**src/include/dbgsr_map.svh**
```systemverilog
// register offsets, field positions, reset values for the debug status block
`ifndef DBGSR_MAP_SVH
`define DBGSR_MAP_SVH
`define DBGSR_ADDR_STATUS 8'h00
`define DBGSR_ADDR_INST 8'h04
`define DBGSR_ADDR_PC 8'h08
`define DBGSR_ADDR_CTRL 8'h0C
`define DBGSR_BIT_TBF 28
`define DBGSR_BIT_EXT 27
`define DBGSR_BIT_REQ 26
`define DBGSR_BIT_ZOP 25
`define DBGSR_BIT_IDLE 24
`define DBGSR_BP_LO 8
`define DBGSR_BIT_IN_DBG 5
`define DBGSR_BIT_SLEEP 4
`define DBGSR_BIT_HWB 2
`define DBGSR_BIT_SWB 1
`define DBGSR_BIT_SSTEP 0
`define DBGSR_CTRL_IRP 23
`define DBGSR_CTRL_TOZ 25
`define DBGSR_RESET_WORD 32'h0000_0000
`define DBGSR_ZERO_OPCODE 16'h0000
`endif

```
**src/include/dbgsr_pkg.sv**
```systemverilog
// types for the debug status block
package dbgsr_pkg;
  typedef enum logic {DBGSR_RUN, DBGSR_HALT} dbgsr_mode_type;
endpackage : dbgsr_pkg

```
**src/verilog/dbgsr_top.sv**
```systemverilog
// debug status, instruction and sampled pc registers
`timescale 1ns/1ps
`include "dbgsr_map.svh"
// Function
// - status word read-only; simultaneous causes all set together
// - status content undefined outside debug mode
// - bit 28 set on entry by trace buffer full, cleared on exit
// - bit 27 set on entry by event-in pin, cleared on exit
// - bit 26 set on entry by debug request, cleared on exit
// - bit 25 set on entry by zero opcode, cleared on exit
// - bit 24 one only in debug mode with no instruction executing
// - bits 15:8 flag matching breakpoint comparators, cleared on exit
// - bit 5 one in debug mode, zero otherwise including monitor mode
// - bit 4 set on entry from sleep, cleared on exit
// - bit 2 set on hardware breakpoint entry, cleared on exit
// - bit 1 set on breakpoint instruction entry, cleared on exit
// - bit 0 set on single-step entry, cleared on exit
// - status bits driven from core state; writes ignored
// - 32-bit read/write instruction register feeds halted core, resets zero
// - core consumes debug instructions faster than writes; no back-pressure
// - instruction register also holds instruction replacing software breakpoint
// - sampled pc tracks last executed address outside debug mode
// - sampled pc frozen during debug mode except for register port writes
// - core uses sampled pc for a replaced return instruction
// - replace bit makes first post-return fetch come from instruction register
// - trap-zero bit makes zero opcode force debug entry
module dbgsr_top (
  // clock and reset
  input wire logic clk,
  input wire logic rst_n,
  // debugger register port
  input wire logic reg_wr,
  input wire logic reg_rd,
  input wire logic [7:0] reg_addr,
  input wire logic [31:0] reg_wdata,
  output logic [31:0] reg_rdata,
  // core debug entry and causes
  input wire logic debug_enter,
  input wire logic debug_exit,
  input wire logic monitor_mode,
  input wire logic trace_buffer_full_cause,
  input wire logic event_in_pin,
  input wire logic debug_request,
  input wire logic hw_breakpoint_cause,
  input wire logic [7:0] breakpoint_hit_vector,
  input wire logic sw_breakpoint_cause,
  input wire logic single_step_cause,
  input wire logic core_sleeping,
  // core execution state
  input wire logic instr_retire,
  input wire logic [31:0] instr_pc,
  input wire logic [15:0] instr_opcode,
  input wire logic dbg_instr_busy,
  input wire logic dbg_fetch,
  input wire logic return_fetch,
  // core controls
  output logic zero_opcode_trap,
  output logic fetch_from_debug_word,
  output logic [31:0] debug_instruction_word,
  output logic [31:0] debug_sampled_pc
);
  // ----------------------------------------------------------------
  // event-in pin synchroniser and falling edge
  // ----------------------------------------------------------------
  logic evt_s1_reg;
  logic evt_s2_reg;
  logic evt_s3_reg;
  logic evt_fall;
  always_ff @(posedge clk or negedge rst_n) begin
    if (!rst_n) begin
      evt_s1_reg <= 1'b1;
      evt_s2_reg <= 1'b1;
      evt_s3_reg <= 1'b1;
    end else begin
      evt_s1_reg <= event_in_pin;
      evt_s2_reg <= evt_s1_reg;
      evt_s3_reg <= evt_s2_reg;
    end
  end
  assign evt_fall = evt_s3_reg & ~evt_s2_reg;

  // ----------------------------------------------------------------
  // debug mode state
  // ----------------------------------------------------------------
  dbgsr_pkg::dbgsr_mode_type mode_reg;
  logic zero_hit;
  logic entering;
  logic in_dbg;
  assign in_dbg = (mode_reg == dbgsr_pkg::DBGSR_HALT);
  // monitor-mode handling never enters halt
  assign entering = !in_dbg && !monitor_mode && (debug_enter || zero_hit || evt_fall);
  always_ff @(posedge clk or negedge rst_n) begin
    if (!rst_n) begin
      mode_reg <= dbgsr_pkg::DBGSR_RUN;
    end else begin
      unique case (mode_reg)
        dbgsr_pkg::DBGSR_RUN: begin
          if (entering) begin
            mode_reg <= dbgsr_pkg::DBGSR_HALT;
          end
        end
        dbgsr_pkg::DBGSR_HALT: begin
          if (debug_exit) begin
            mode_reg <= dbgsr_pkg::DBGSR_RUN;
          end
        end
      endcase
    end
  end

  // ----------------------------------------------------------------
  // register write decode
  // ----------------------------------------------------------------
  // one decode shared by every write path so the offsets cannot drift apart
  function automatic logic wr_hit(logic wr, logic [7:0] addr, logic [7:0] target);
    return wr && (addr == target);
  endfunction : wr_hit
  logic inst_wr;
  logic pc_wr;
  logic status_wr;
  assign inst_wr = wr_hit(reg_wr, reg_addr, `DBGSR_ADDR_INST);
  assign pc_wr = wr_hit(reg_wr, reg_addr, `DBGSR_ADDR_PC);
  // decoded only for checking: no storage sits behind it
  assign status_wr = wr_hit(reg_wr, reg_addr, `DBGSR_ADDR_STATUS);

  // ----------------------------------------------------------------
  // control bits: trap on zero opcode, instruction replace
  // ----------------------------------------------------------------
  logic toz_reg;
  logic irp_reg;
  logic ctrl_wr;
  assign ctrl_wr = wr_hit(reg_wr, reg_addr, `DBGSR_ADDR_CTRL);
  assign zero_hit = toz_reg && instr_retire && (instr_opcode == `DBGSR_ZERO_OPCODE);
  assign zero_opcode_trap = toz_reg;
  always_ff @(posedge clk or negedge rst_n) begin
    if (!rst_n) begin
      toz_reg <= 1'b0;
    end else if (ctrl_wr) begin
      toz_reg <= reg_wdata[`DBGSR_CTRL_TOZ];
    end
  end
  // self-clear after the first fetch past the return; a write in that cycle wins
  always_ff @(posedge clk or negedge rst_n) begin
    if (!rst_n) begin
      irp_reg <= 1'b0;
    end else if (ctrl_wr) begin
      irp_reg <= reg_wdata[`DBGSR_CTRL_IRP];
    end else if (return_fetch && irp_reg) begin
      irp_reg <= 1'b0;
    end
  end
  assign fetch_from_debug_word = irp_reg && return_fetch;

  // ----------------------------------------------------------------
  // cause bits, latched at entry and cleared on exit
  // ----------------------------------------------------------------
  logic [31:0] cause_reg;
  logic [31:0] cause_next;
  always_comb begin
    cause_next = `DBGSR_RESET_WORD;
    // all simultaneous causes recorded together
    cause_next[`DBGSR_BIT_TBF] = trace_buffer_full_cause;
    cause_next[`DBGSR_BIT_EXT] = evt_fall;
    cause_next[`DBGSR_BIT_REQ] = debug_request;
    cause_next[`DBGSR_BIT_ZOP] = zero_hit;
    cause_next[`DBGSR_BP_LO +: 8] = breakpoint_hit_vector;
    cause_next[`DBGSR_BIT_SLEEP] = core_sleeping;
    cause_next[`DBGSR_BIT_HWB] = hw_breakpoint_cause;
    cause_next[`DBGSR_BIT_SWB] = sw_breakpoint_cause;
    cause_next[`DBGSR_BIT_SSTEP] = single_step_cause;
  end
  always_ff @(posedge clk or negedge rst_n) begin
    if (!rst_n) begin
      cause_reg <= `DBGSR_RESET_WORD;
    end else if (entering) begin
      cause_reg <= cause_next;
    end else if (in_dbg && debug_exit) begin
      cause_reg <= `DBGSR_RESET_WORD;
    end
  end
  // status is pure core state; no write path reaches it
  logic [31:0] status_word;
  always_comb begin
    status_word = cause_reg;
    status_word[`DBGSR_BIT_IDLE] = in_dbg && !dbg_instr_busy;
    status_word[`DBGSR_BIT_IN_DBG] = in_dbg;
  end

  // ----------------------------------------------------------------
  // instruction word and sampled pc
  // ----------------------------------------------------------------
  // no ready: core drains the word faster than the port refills it
  always_ff @(posedge clk or negedge rst_n) begin
    if (!rst_n) begin
      debug_instruction_word <= `DBGSR_RESET_WORD;
    end else if (inst_wr) begin
      debug_instruction_word <= reg_wdata;
    end
  end
  always_ff @(posedge clk or negedge rst_n) begin
    if (!rst_n) begin
      debug_sampled_pc <= `DBGSR_RESET_WORD;
    end else if (pc_wr) begin
      debug_sampled_pc <= reg_wdata;
    end else if (instr_retire && !in_dbg) begin
      debug_sampled_pc <= instr_pc;
    end
  end

  // ----------------------------------------------------------------
  // register read
  // ----------------------------------------------------------------
  always_ff @(posedge clk or negedge rst_n) begin
    if (!rst_n) begin
      reg_rdata <= `DBGSR_RESET_WORD;
    end else if (reg_rd) begin
      unique case (reg_addr)
        `DBGSR_ADDR_STATUS: reg_rdata <= status_word;
        `DBGSR_ADDR_INST: reg_rdata <= debug_instruction_word;
        `DBGSR_ADDR_PC: reg_rdata <= debug_sampled_pc;
        `DBGSR_ADDR_CTRL: begin
          reg_rdata <= `DBGSR_RESET_WORD;
          reg_rdata[`DBGSR_CTRL_TOZ] <= toz_reg;
          reg_rdata[`DBGSR_CTRL_IRP] <= irp_reg;
        end
        default: reg_rdata <= `DBGSR_RESET_WORD;
      endcase
    end
  end
endmodule : dbgsr_top

```
**config.mk**
```make
export PLATFORM = sky130hd
export DESIGN_NAME = dbgsr_top
export DESIGN_NICKNAME = d
export VERILOG_FILES = /design/src/include/dbgsr_pkg.sv /design/src/verilog/dbgsr_top.sv
export VERILOG_INCLUDE_DIRS = /design/src /design/src/include
export SDC_FILE = /design/constraint.sdc
export NUM_CORES = 1
export LEC_CHECK = 0
export BUFFER_PORTS_ARGS = -buffer_cell sky130_fd_sc_hd__buf_4
export CORE_MARGIN = 3
export CORE_UTILIZATION = 49
export CTS_CLUSTER_DIAMETER = 150
export CTS_CLUSTER_SIZE = 16
export DETAILED_ROUTE_END_ITERATION = 16
export MAX_ROUTING_LAYER = met4
export PLACE_DENSITY = 0.84
export SYNTH_ARGS = -nofsm -noshare
export SYNTH_HDL_FRONTEND = slang
export SYNTH_SLANG_ARGS = --single-unit
```
**constraint.sdc**
```tcl
create_clock -name clk -period 1.86 [get_ports clk]
set_input_delay 0 -clock clk [delete_from_list [all_inputs] [get_ports clk]]
set_output_delay 0 -clock clk [all_outputs]
set_load 0.05 [all_outputs]
```
==> results of run 1 <==
[report_power, final]
part | leakage [uW] | internal, uW | switching [uW]
combinational | 0.00241 | 800 | 1200
clock | 0.000289 | 2090 | 1200
sequential | 0.00154 | 2820 | 220
[synth_stat cells (2+ instances only)]
| master | number |
|---|---|
| nor4_1 | 6 |
| clkbuf_1 | 21 |
| inv_1 | 33 |
| nor2_1 | 51 |
| mux2_1 | 30 |
| nor4b_1 | 2 |
| and2_1 | 2 |
| nand4_1 | 4 |
| o22ai_1 | 31 |
| a32oi_1 | 13 |
| mux2_2 | 5 |
| nand3_1 | 2 |
| nand2_1 | 6 |
| buf_2 | 10 |
| a21oi_1 | 49 |
| mux2i_1 | 48 |
| nor2b_1 | 7 |
| a22o_1 | 14 |
| dfstp_2 | 3 |
| o21ai_0 | 3 |
| dfrtp_1 | 115 |
[path summary, 6_finish.rpt]
check                                       end  slack (ns)            start  depth (start not counted)
setup / recovery                  cause_reg[25]       -0.04  instr_opcode[2]                          8
hold / removal             debug_sampled_pc[26]        0.04            rst_n                          2
setup reg to reg                  cause_reg[25]        0.08       evt_s3_reg                          4
hold reg to reg                      evt_s2_reg        0.36       evt_s1_reg                          0
max in group asynchronous         reg_rdata[12]        1.13            rst_n                          3
min in group clk                  reg_rdata[24]        0.05   dbg_instr_busy                          5
[cell type report]
type | instances | area, um2
fillers | 537 | 1660
repair buffers | 333 | 2790
flip-flops and latches | 118 | 2960
clock buffers | 19 | 432
inverters | 33 | 124
well taps | 136 | 170
clock inverters | 13 | 171
multi-input cells | 284 | 2070
[cells by family (layout without fill, tap and decap cells)]
logic type             Yosys count  after routing  synth area share (%)
flip-flops                     118            118                  56.2
AO/OA/AOI/OAI                  116            116                  14.0
multiplexers                    84             84                  17.1
AND/OR/NAND/NOR                 84             84                  7.68
buffers and inverters           66            398                  5.02
[metrics by stage]
stage | instance area, um2 | hold WS, ns | setup TNS (ns) | utilization, %
after floorplan | 5260 | -0.296 | 0 | -
after global placement | 7040 | 0.0119 | 0 | 67.9
after detailed placement | 7040 | 0.0218 | 0 | 67.9
after CTS | 8690 | 0.0129 | 0 | 83.8
after global routing | 8710 | 0.0525 | -0.0359 | 84.0
final | 8710 | 0.0430 | -0.0376 | 84.0
[worst max-delay path: stages]
cell and delay, ns:
dlygate4sd3_1 0.55, buf_4 0.15, nor4_2 0.16, dlygate4sd3_1 0.59
nand2_1 0.10, nor2_2 0.14, a31o_2 0.11, dlygate4sd3_1 0.53
[repair_timing]
action / 4_1_cts / 5_1_grt
resized for setup: 0 / 4
endpoints found under the setup margin: 0 / 1
hold buffers: 104 / 0
hold endpoints to repair: 228 / 0
[layer usage]
metal / vias to the layer above / routed length, um
met1: 2651 / 7190
met5: - / 0
met2: 318 / 10300
met4: 0 / 964
met3: 78 / 1280
li1: 2331 / -
==> results.toml, run 1 <==
[sta]
fin_crit_ns = 1.90
setup_viol = 1
fin_ws_ns = -0.0376
skew_ns = 0.00800
tightest_slew_ns = 0.591
hold_violations = 0
maxSlewViolCount = 0
min_period_over_period_pct = 102
slew_headroom_pct = 60.6
fmax_mhz = 527

[grt]
grtUsageMet1_pct = 36.0
grt_busiest_layer = "met2"
grt_use_met3_pct = 7.46
antenna_found_initial = 0
grt_pass1_vias = 5688
grt_pass1_wl_mm = 29.5
grt_usage_pct = 33.9
grt_max_degree = 57
grt.overflow.total = 0
use_met2_pct = 58.6

[worst_hold_path]
hp-class = "in -> async"

[route]
drtIter0Drc = 398
routedWlPerCell_um = 21.1
final_antenna_net_count = 0
dr.pass1.iters = 5
drc = 0
via_count = 5378
routed_wl_mm = 19.7
viasPerCell = 5.75

[synthesis]
synth_seq_cells = 118
synthCells = 468
ys_seq_area_share_pct = 56.2
synth_nets = 582
synth.avg_cell_area_um2 = 11.2
yosysTopAreaCell = "dfrtp_1"
synthArstFlopShare_pct = 100
netlist_area_um2 = 5260
ys_types = 34
synth_top_cell_area_share_pct = 54.7
synth_ff_type = "dfrtp_1"
yosysWarnings = 0
synth.area.top_cells = "dfrtp_1, mux2i_1, mux2_1, a21oi_1, o22ai_1"
synth_edf_count = 0

[final_layout]
n_antenna_cell = 0
reg_top3 = "debug_instruction_word: 32 flops, debug_sampled_pc: 32 flops, reg_rdata: 32 flops"
nNetsFinal = 901
area_growth_pct = 65.5
drive_above_1_share_pct = 34.8
final_cell_mix = "buf_4, dfrtp_1, dlygate4sd3_1"
fin_cells = 936
final_common_cell = "buf_4"

[critical_path]
critPathRequiredTime_ns = 2.30
cp_data_arrival_time_ns = 2.34
critPathKind = "in -> reg"
endpoint_kind = "register"
startpoint_type = "input port"
path_max_fanout = 2

[clock_network]
cts_buffers = 17
cts_post_setup_buffers_inserted = 0
clk_latency_ns = 0.51
cts-root-buf = "clkbuf_8"
htreeDepth = 4
clockBufferDepth = 2
cts_tree = "yes"
cts_sinks = 118
clk_pin_slew_ns = 0.06

[power_and_ir_drop]
power_uw = 8330
p_leak_uw = 0.00424
ir_drop_uv = 714
power.density_nw_per_um2 = 956

[floorplan]
initial_core_util_pct = 50.7
die_x_um = 110
fp.coreArea_um2 = 10400
die_y_um = 110
io_pins = 212
die-area_um2 = 12000
fp-row-count = 37

[status]
outcome = "finished with violations"
violations = "negative setup slack"

[run]
cap_violations = 0

[place]
finalWeightedCongestion = 0.866
io_buffers = 210
place_hpwl_mm = 11.5
post-place-ws_ns = 0.268
dp_cells = 800
(Power assumes the default switching activity.)
==> run 2, diff against run 1 <==
--- a/config.mk
+++ b/config.mk
@@ -13,7 +13,7 @@
 export CTS_CLUSTER_SIZE = 16
 export DETAILED_ROUTE_END_ITERATION = 16
 export MAX_ROUTING_LAYER = met4
-export PLACE_DENSITY = 0.84
+export PLACE_DENSITY = 0.9
 export SYNTH_ARGS = -nofsm -noshare
 export SYNTH_HDL_FRONTEND = slang
 export SYNTH_SLANG_ARGS = --single-unit
==> run 2 against run 1 <==
Cell area down 1.8%. Sequential power about the same. Sequential share of layout area up 0.62 points. Clock skew up 0.0025 ns. Clock power down 1%. Register-to-register slack better by 0.03 ns. Sequential cell count unchanged. The flow now finishes without violations. Critical endpoint is now cause_reg[27]. Critical path depth down 3. Worst hold slack worse by 0.0062 ns. Clock-buffer cell count down 2.
==> results.toml, run 2 (synthesized netlist as in run 1, its figures left out) <==
[status]
outcome = "complete, no violations"

[route]
via_count = 5183
viasPerCell = 5.62
dr.pass1.iters = 4
drc = 0
drtIter0Drc = 398
routed_wl_mm = 18.7
routedWlPerCell_um = 20.3
final_antenna_net_count = 0

[sta]
grt_setup_unrepaired = "no"
slew_headroom_pct = 61.0
hold_ws_ns = 0.0367
skew_ns = 0.0105
setup_viol = 0
min_period_over_period_pct = 93.9
maxSlewViolCount = 0
tightest_slew_ns = 0.586
fmax_mhz = 572
fin_crit_ns = 1.75
timing.setup.tns_ns = 0
hold_violations = 0

[critical_path]
cp_data_arrival_time_ns = 2.13
critPathTopFamily = "simple AND/OR/NAND/NOR gates"
endpoint_kind = "register"
crit_top_cell = "nor2_1"
crit_chain = "nor2_1, nand4_1, nor2_1, o21ai_0, dlygate4sd3_1"
cpPeakStageDelay_ns = 0.55
worst_path_max_delay_cell = "dlygate4sd3_1"
startpoint_type = "register"
path_max_fanout = 5
crit_buf_inv = 1
critPathKind = "reg -> reg"
critPathRequiredTime_ns = 2.24

[final_layout]
fill_cells = 537
final_common_cell = "buf_4"
area_growth_pct = 62.5
nNetsFinal = 886
drive_above_1_share_pct = 35.2
final_cell_mix = "buf_4, dfrtp_1, dlygate4sd3_1"
reg_top3 = "debug_instruction_word: 32 flops, debug_sampled_pc: 32 flops, reg_rdata: 32 flops"

[place]
place_hpwl_mm = 11.3
io_buffers = 210
finalWeightedCongestion = 0.839

[power_and_ir_drop]
p_sw_uw = 2590
power.density_nw_per_um2 = 965
seqPwrFrac_pct = 36.8
comb_power_share_pct = 23.8
p_leak_uw = 0.00417
power.share.switching_pct = 31.5
power_frac_clock_pct = 39.4
internal-power_uw = 5650
ir_drop_uv = 716

[run]
cap_violations = 0

[grt]
antenna_found_initial = 1
grt_max_degree = 47
grt_usage_pct = 32.9
grt_pass1_vias = 5784
grt_pass1_wl_mm = 29.1
grt.overflow.total = 0

[clock_network]
cts_sinks = 118
clockBufferDepth = 2
clk_pin_slew_ns = 0.06
clk_latency_ns = 0.50
cts-root-buf = "clkbuf_8"
cts_buffers = 17
htreeDepth = 4
cts_tree = "yes"

[worst_hold_path]
hp-class = "in -> reg"

[floorplan]
die-area_um2 = 12000
initial_core_util_pct = 50.7
fp-row-count = 37
die_x_um = 110
die_y_um = 110
io_pins = 212
fp.coreArea_um2 = 10400
-- run 2: cell count changes in the layout (fill, tap and decap cells not counted), sizes merged --
cell,delta
clkinvlp,+2
clkinv,-1
inv,+1
clkbuf,-2
dlygate4sd3,-15
diode,+1
-- run 2: stage by stage --
| step | setup WS [ns] | area [um2] | utilization [%] | std cells | power [uW] |
|---|---|---|---|---|---|
| after global placement | 0.284 | 7040 | 67.9 | 799 | 4780 |
| after floorplan | 0.118 | 5260 | - | 468 | 4080 |
| after global routing | 0.0184 | 8550 | 82.4 | 922 | 8540 |
| after CTS | 0.0921 | 8540 | 82.4 | 921 | 8220 |
| after detailed placement | 0.215 | 7040 | 67.9 | 799 | 4820 |
| final | 0.113 | 8550 | 82.4 | 922 | 8250 |
-- run 2: metal layers --
layer  vias up  share of wire [%]  GRT usage, %
li1       2299                  -             -
met2       270                 54          57.0
met3        72                6.6          6.69
met4         0                4.2          18.2
met1      2542                 35          35.1
met5         -                  0             -
-- run 2: power groups by stage --
stage | sequential [uW] | combinational, uW | clock, uW
final | 3040 | 1960 | 3250
after detailed placement | 3060 | 1760 | 0
after floorplan | 3640 | 438 | 0
after global placement | 3050 | 1730 | 0
after CTS | 3020 | 1930 | 3280
after global routing | 3060 | 2070 | 3420
-- run 2: final cells by class --
cell class	count	area (um2)	area share, %
Sequential cell	118	2960	34.6
Timing Repair Buffer	318	2650	31.0
Multi-Input combinational cell	284	2060	24.0
Clock buffer	17	414	4.84
Clock inverter	15	179	2.09
Tap cell	136	170	1.99
Inverter	33	124	1.45
Antenna cell	1	2.50	0.0293
-- run 2: worst paths after layout --
path | endpoint | start | cells after the start | slack, ns
worst max-delay path | cause_reg[27] | in_dbg | 5 | 0.11
worst min-delay path | cause_reg[25] | debug_enter | 3 | 0.04
worst max register to register | cause_reg[27] | in_dbg | 5 | 0.11
worst min register to register | evt_s2_reg | evt_s1_reg | 0 | 0.36
max in group asynchronous | evt_s3_reg | rst_n | 3 | 1.48
min in group asynchronous | debug_sampled_pc[31] | rst_n | 3 | 0.07
-- run 2: worst reg2reg max path: cells and delay by family, from the launching register on --
family	cells	cell delay, ns
compound gates	1	0.10
buf+inv	1	0.55
flops	1	0.40
simple gates	3	0.58
-- run 2: what timing repair did --
item | 4_1_cts | 5_1_grt
gates resized for setup | 0 | 1
setup endpoints to repair | 0 | 2
hold buffers | 90 | 0
buffers inserted | 0 | 0
endpoints found under the hold margin | 230 | 0
==> run 3, diff against run 2 <==
--- a/config.mk
+++ b/config.mk
@@ -13,7 +13,7 @@
 export CTS_CLUSTER_SIZE = 16
 export DETAILED_ROUTE_END_ITERATION = 16
 export MAX_ROUTING_LAYER = met4
-export PLACE_DENSITY = 0.9
+export PLACE_DENSITY = 0.81
 export SYNTH_ARGS = -nofsm -noshare
 export SYNTH_HDL_FRONTEND = slang
 export SYNTH_SLANG_ARGS = --single-unit
==> run 3 against run 2 <==
Cell area increased by 1.9%. Worst hold slack lost 0.017 ns. Clock-buffer cell count up 2. Critical path depth fell by 1. Register-to-register slack worse by 0.07 ns. Setup slack got worse by 0.067 ns. Critical path type unchanged. Die area stayed put. Clock power is 4% higher. Core utilization is 1.6 points higher. Fmax decreased by 3.7%. Via count rose by 3.0%.
==> results.toml, run 3 (synthesized netlist as in run 1, its figures left out) <==
[route]
viasPerCell = 5.72
routedWlPerCell_um = 21.2
via_count = 5338
drtIter0Drc = 386
drc = 0
final_antenna_net_count = 0
routed_wl_mm = 19.8
dr.pass1.iters = 5

[sta]
skew_ns = 0.00830
slew_headroom_pct = 59.5
maxSlewViolCount = 0
tightest_slew_ns = 0.608
fmax_mhz = 551
fin_crit_ns = 1.81
timing.setup.tns_ns = 0
setup_viol = 0
hold_violations = 0
min_period_over_period_pct = 97.5

[floorplan]
fp-row-count = 37
die_x_um = 110
fp.coreArea_um2 = 10400
die-area_um2 = 12000
initial_core_util_pct = 50.7
io_pins = 212
die_y_um = 110

[critical_path]
critPathKind = "reg -> reg"
worst_path_max_delay_cell = "dlygate4sd3_1"
crit_chain = "nor2b_1, o21ai_0, a31o_2, dlygate4sd3_1"
endpoint_kind = "register"
cpPeakStageDelay_ns = 0.56
r2r_slack_ns = 0.05
path_max_fanout = 3
critPathRequiredTime_ns = 2.24
startpoint_type = "register"
cp_data_arrival_time_ns = 2.19

[final_layout]
fin_cells = 934
final_area_um2 = 8710
final_common_cell = "buf_4"
n_antenna_cell = 0
reg_top3 = "debug_instruction_word: 32 flops, debug_sampled_pc: 32 flops, reg_rdata: 32 flops"
area_growth_pct = 65.6
final_cell_mix = "buf_4, dfrtp_1, dlygate4sd3_1"
nNetsFinal = 899
final_util_pct = 84.0
drive_above_1_share_pct = 34.8

[power_and_ir_drop]
power.share.switching_pct = 31.6
seqPwrFrac_pct = 36.1
p_sw_uw = 2660
power_frac_clock_pct = 40.1
internal-power_uw = 5750
comb_power_share_pct = 23.7
ir_drop_uv = 738
power.density_nw_per_um2 = 966
p_leak_uw = 0.00423

[place]
dp_cells = 799
place_hpwl_mm = 11.2
dpl-instance-area_um2 = 7050
io_buffers = 210
finalWeightedCongestion = 0.841

[grt]
antenna_found_initial = 0
grt_max_degree = 68
grt_pass1_wl_mm = 30.0
grt_pass1_vias = 5653
grt_usage_pct = 33.9
grt.overflow.total = 0

[clock_network]
clk_pin_slew_ns = 0.06
clk_latency_ns = 0.50
clockBufferDepth = 2
htreeDepth = 4
cts_sinks = 118
cts_tree = "yes"
cts-root-buf = "clkbuf_8"
cts_buffers = 17

[worst_hold_path]
hp-class = "in -> reg"

[status]
outcome = "complete, no violations"

[run]
cap_violations = 0
[run 3: power groups by stage]
stage          sequential, uW  combinational, uW  clock (uW)
6_report                 3040               2000        3380
5_1_grt                  3060               2100        3520
4_1_cts                  3030               1960        3370
3_5_place_dp             3060               1770           0
3_3_place_gp             3050               1740           0
2_1_floorplan            3640                438           0
[run 3: worst max-delay path, delay by kind of cell (launching register included)]
kind / cells / cell delay, ns
buf+inv: 1 / 0.56
flops: 1 / 0.51
compound gates: 2 / 0.46
simple gates: 1 / 0.17
[run 3: stage by stage]
| step | power [uW] | setup slack [ns] | hold slack (ns) |
|---|---|---|---|
| after global routing | 8680 | -0.000407 | 0.0391 |
| after detailed placement | 4830 | 0.187 | 0.0210 |
| after global placement | 4790 | 0.283 | 0.0187 |
| final | 8410 | 0.0466 | 0.0202 |
| after CTS | 8350 | 0.0320 | 0.0224 |
| after floorplan | 4080 | 0.118 | -0.296 |
[run 3: per-layer routing]
layer | global-route usage, % | up-vias | wire length, um
met5 | - | - | 0
met2 | 57.6 | 304 | 10300
met4 | 16.9 | 0 | 1010
met1 | 37.4 | 2631 | 7180
met3 | 7.93 | 86 | 1300
li1 | - | 2317 | -
[run 3: final timing paths]
kind / from / end / cells after the start
worst max register to register: evt_s3_reg / cause_reg[25] / 4
max in group asynchronous: rst_n / evt_s1_reg / 3
worst min-delay path: instr_opcode[0] / cause_reg[27] / 5
min in group asynchronous: rst_n / debug_sampled_pc[18] / 3
worst min register to register: evt_s1_reg / evt_s2_reg / 0
worst max-delay path: evt_s3_reg / cause_reg[25] / 4
[run 3: timing repair]
action / in CTS / in global routing
hold endpoints to repair: 225 / 0
buffers inserted: 0 / 0
hold buffers: 104 / 0
gates resized for setup: 0 / 4
setup endpoints to repair: 0 / 1
[run 3: layout make-up]
class | instances | area [um2]
tap | 136 | 170
clock buffer | 19 | 442
sequential | 118 | 2960
timing repair buffer | 331 | 2780
clock inverter | 13 | 173
multi-input combinational | 284 | 2070
fill | 523 | 1660
inverter | 33 | 124
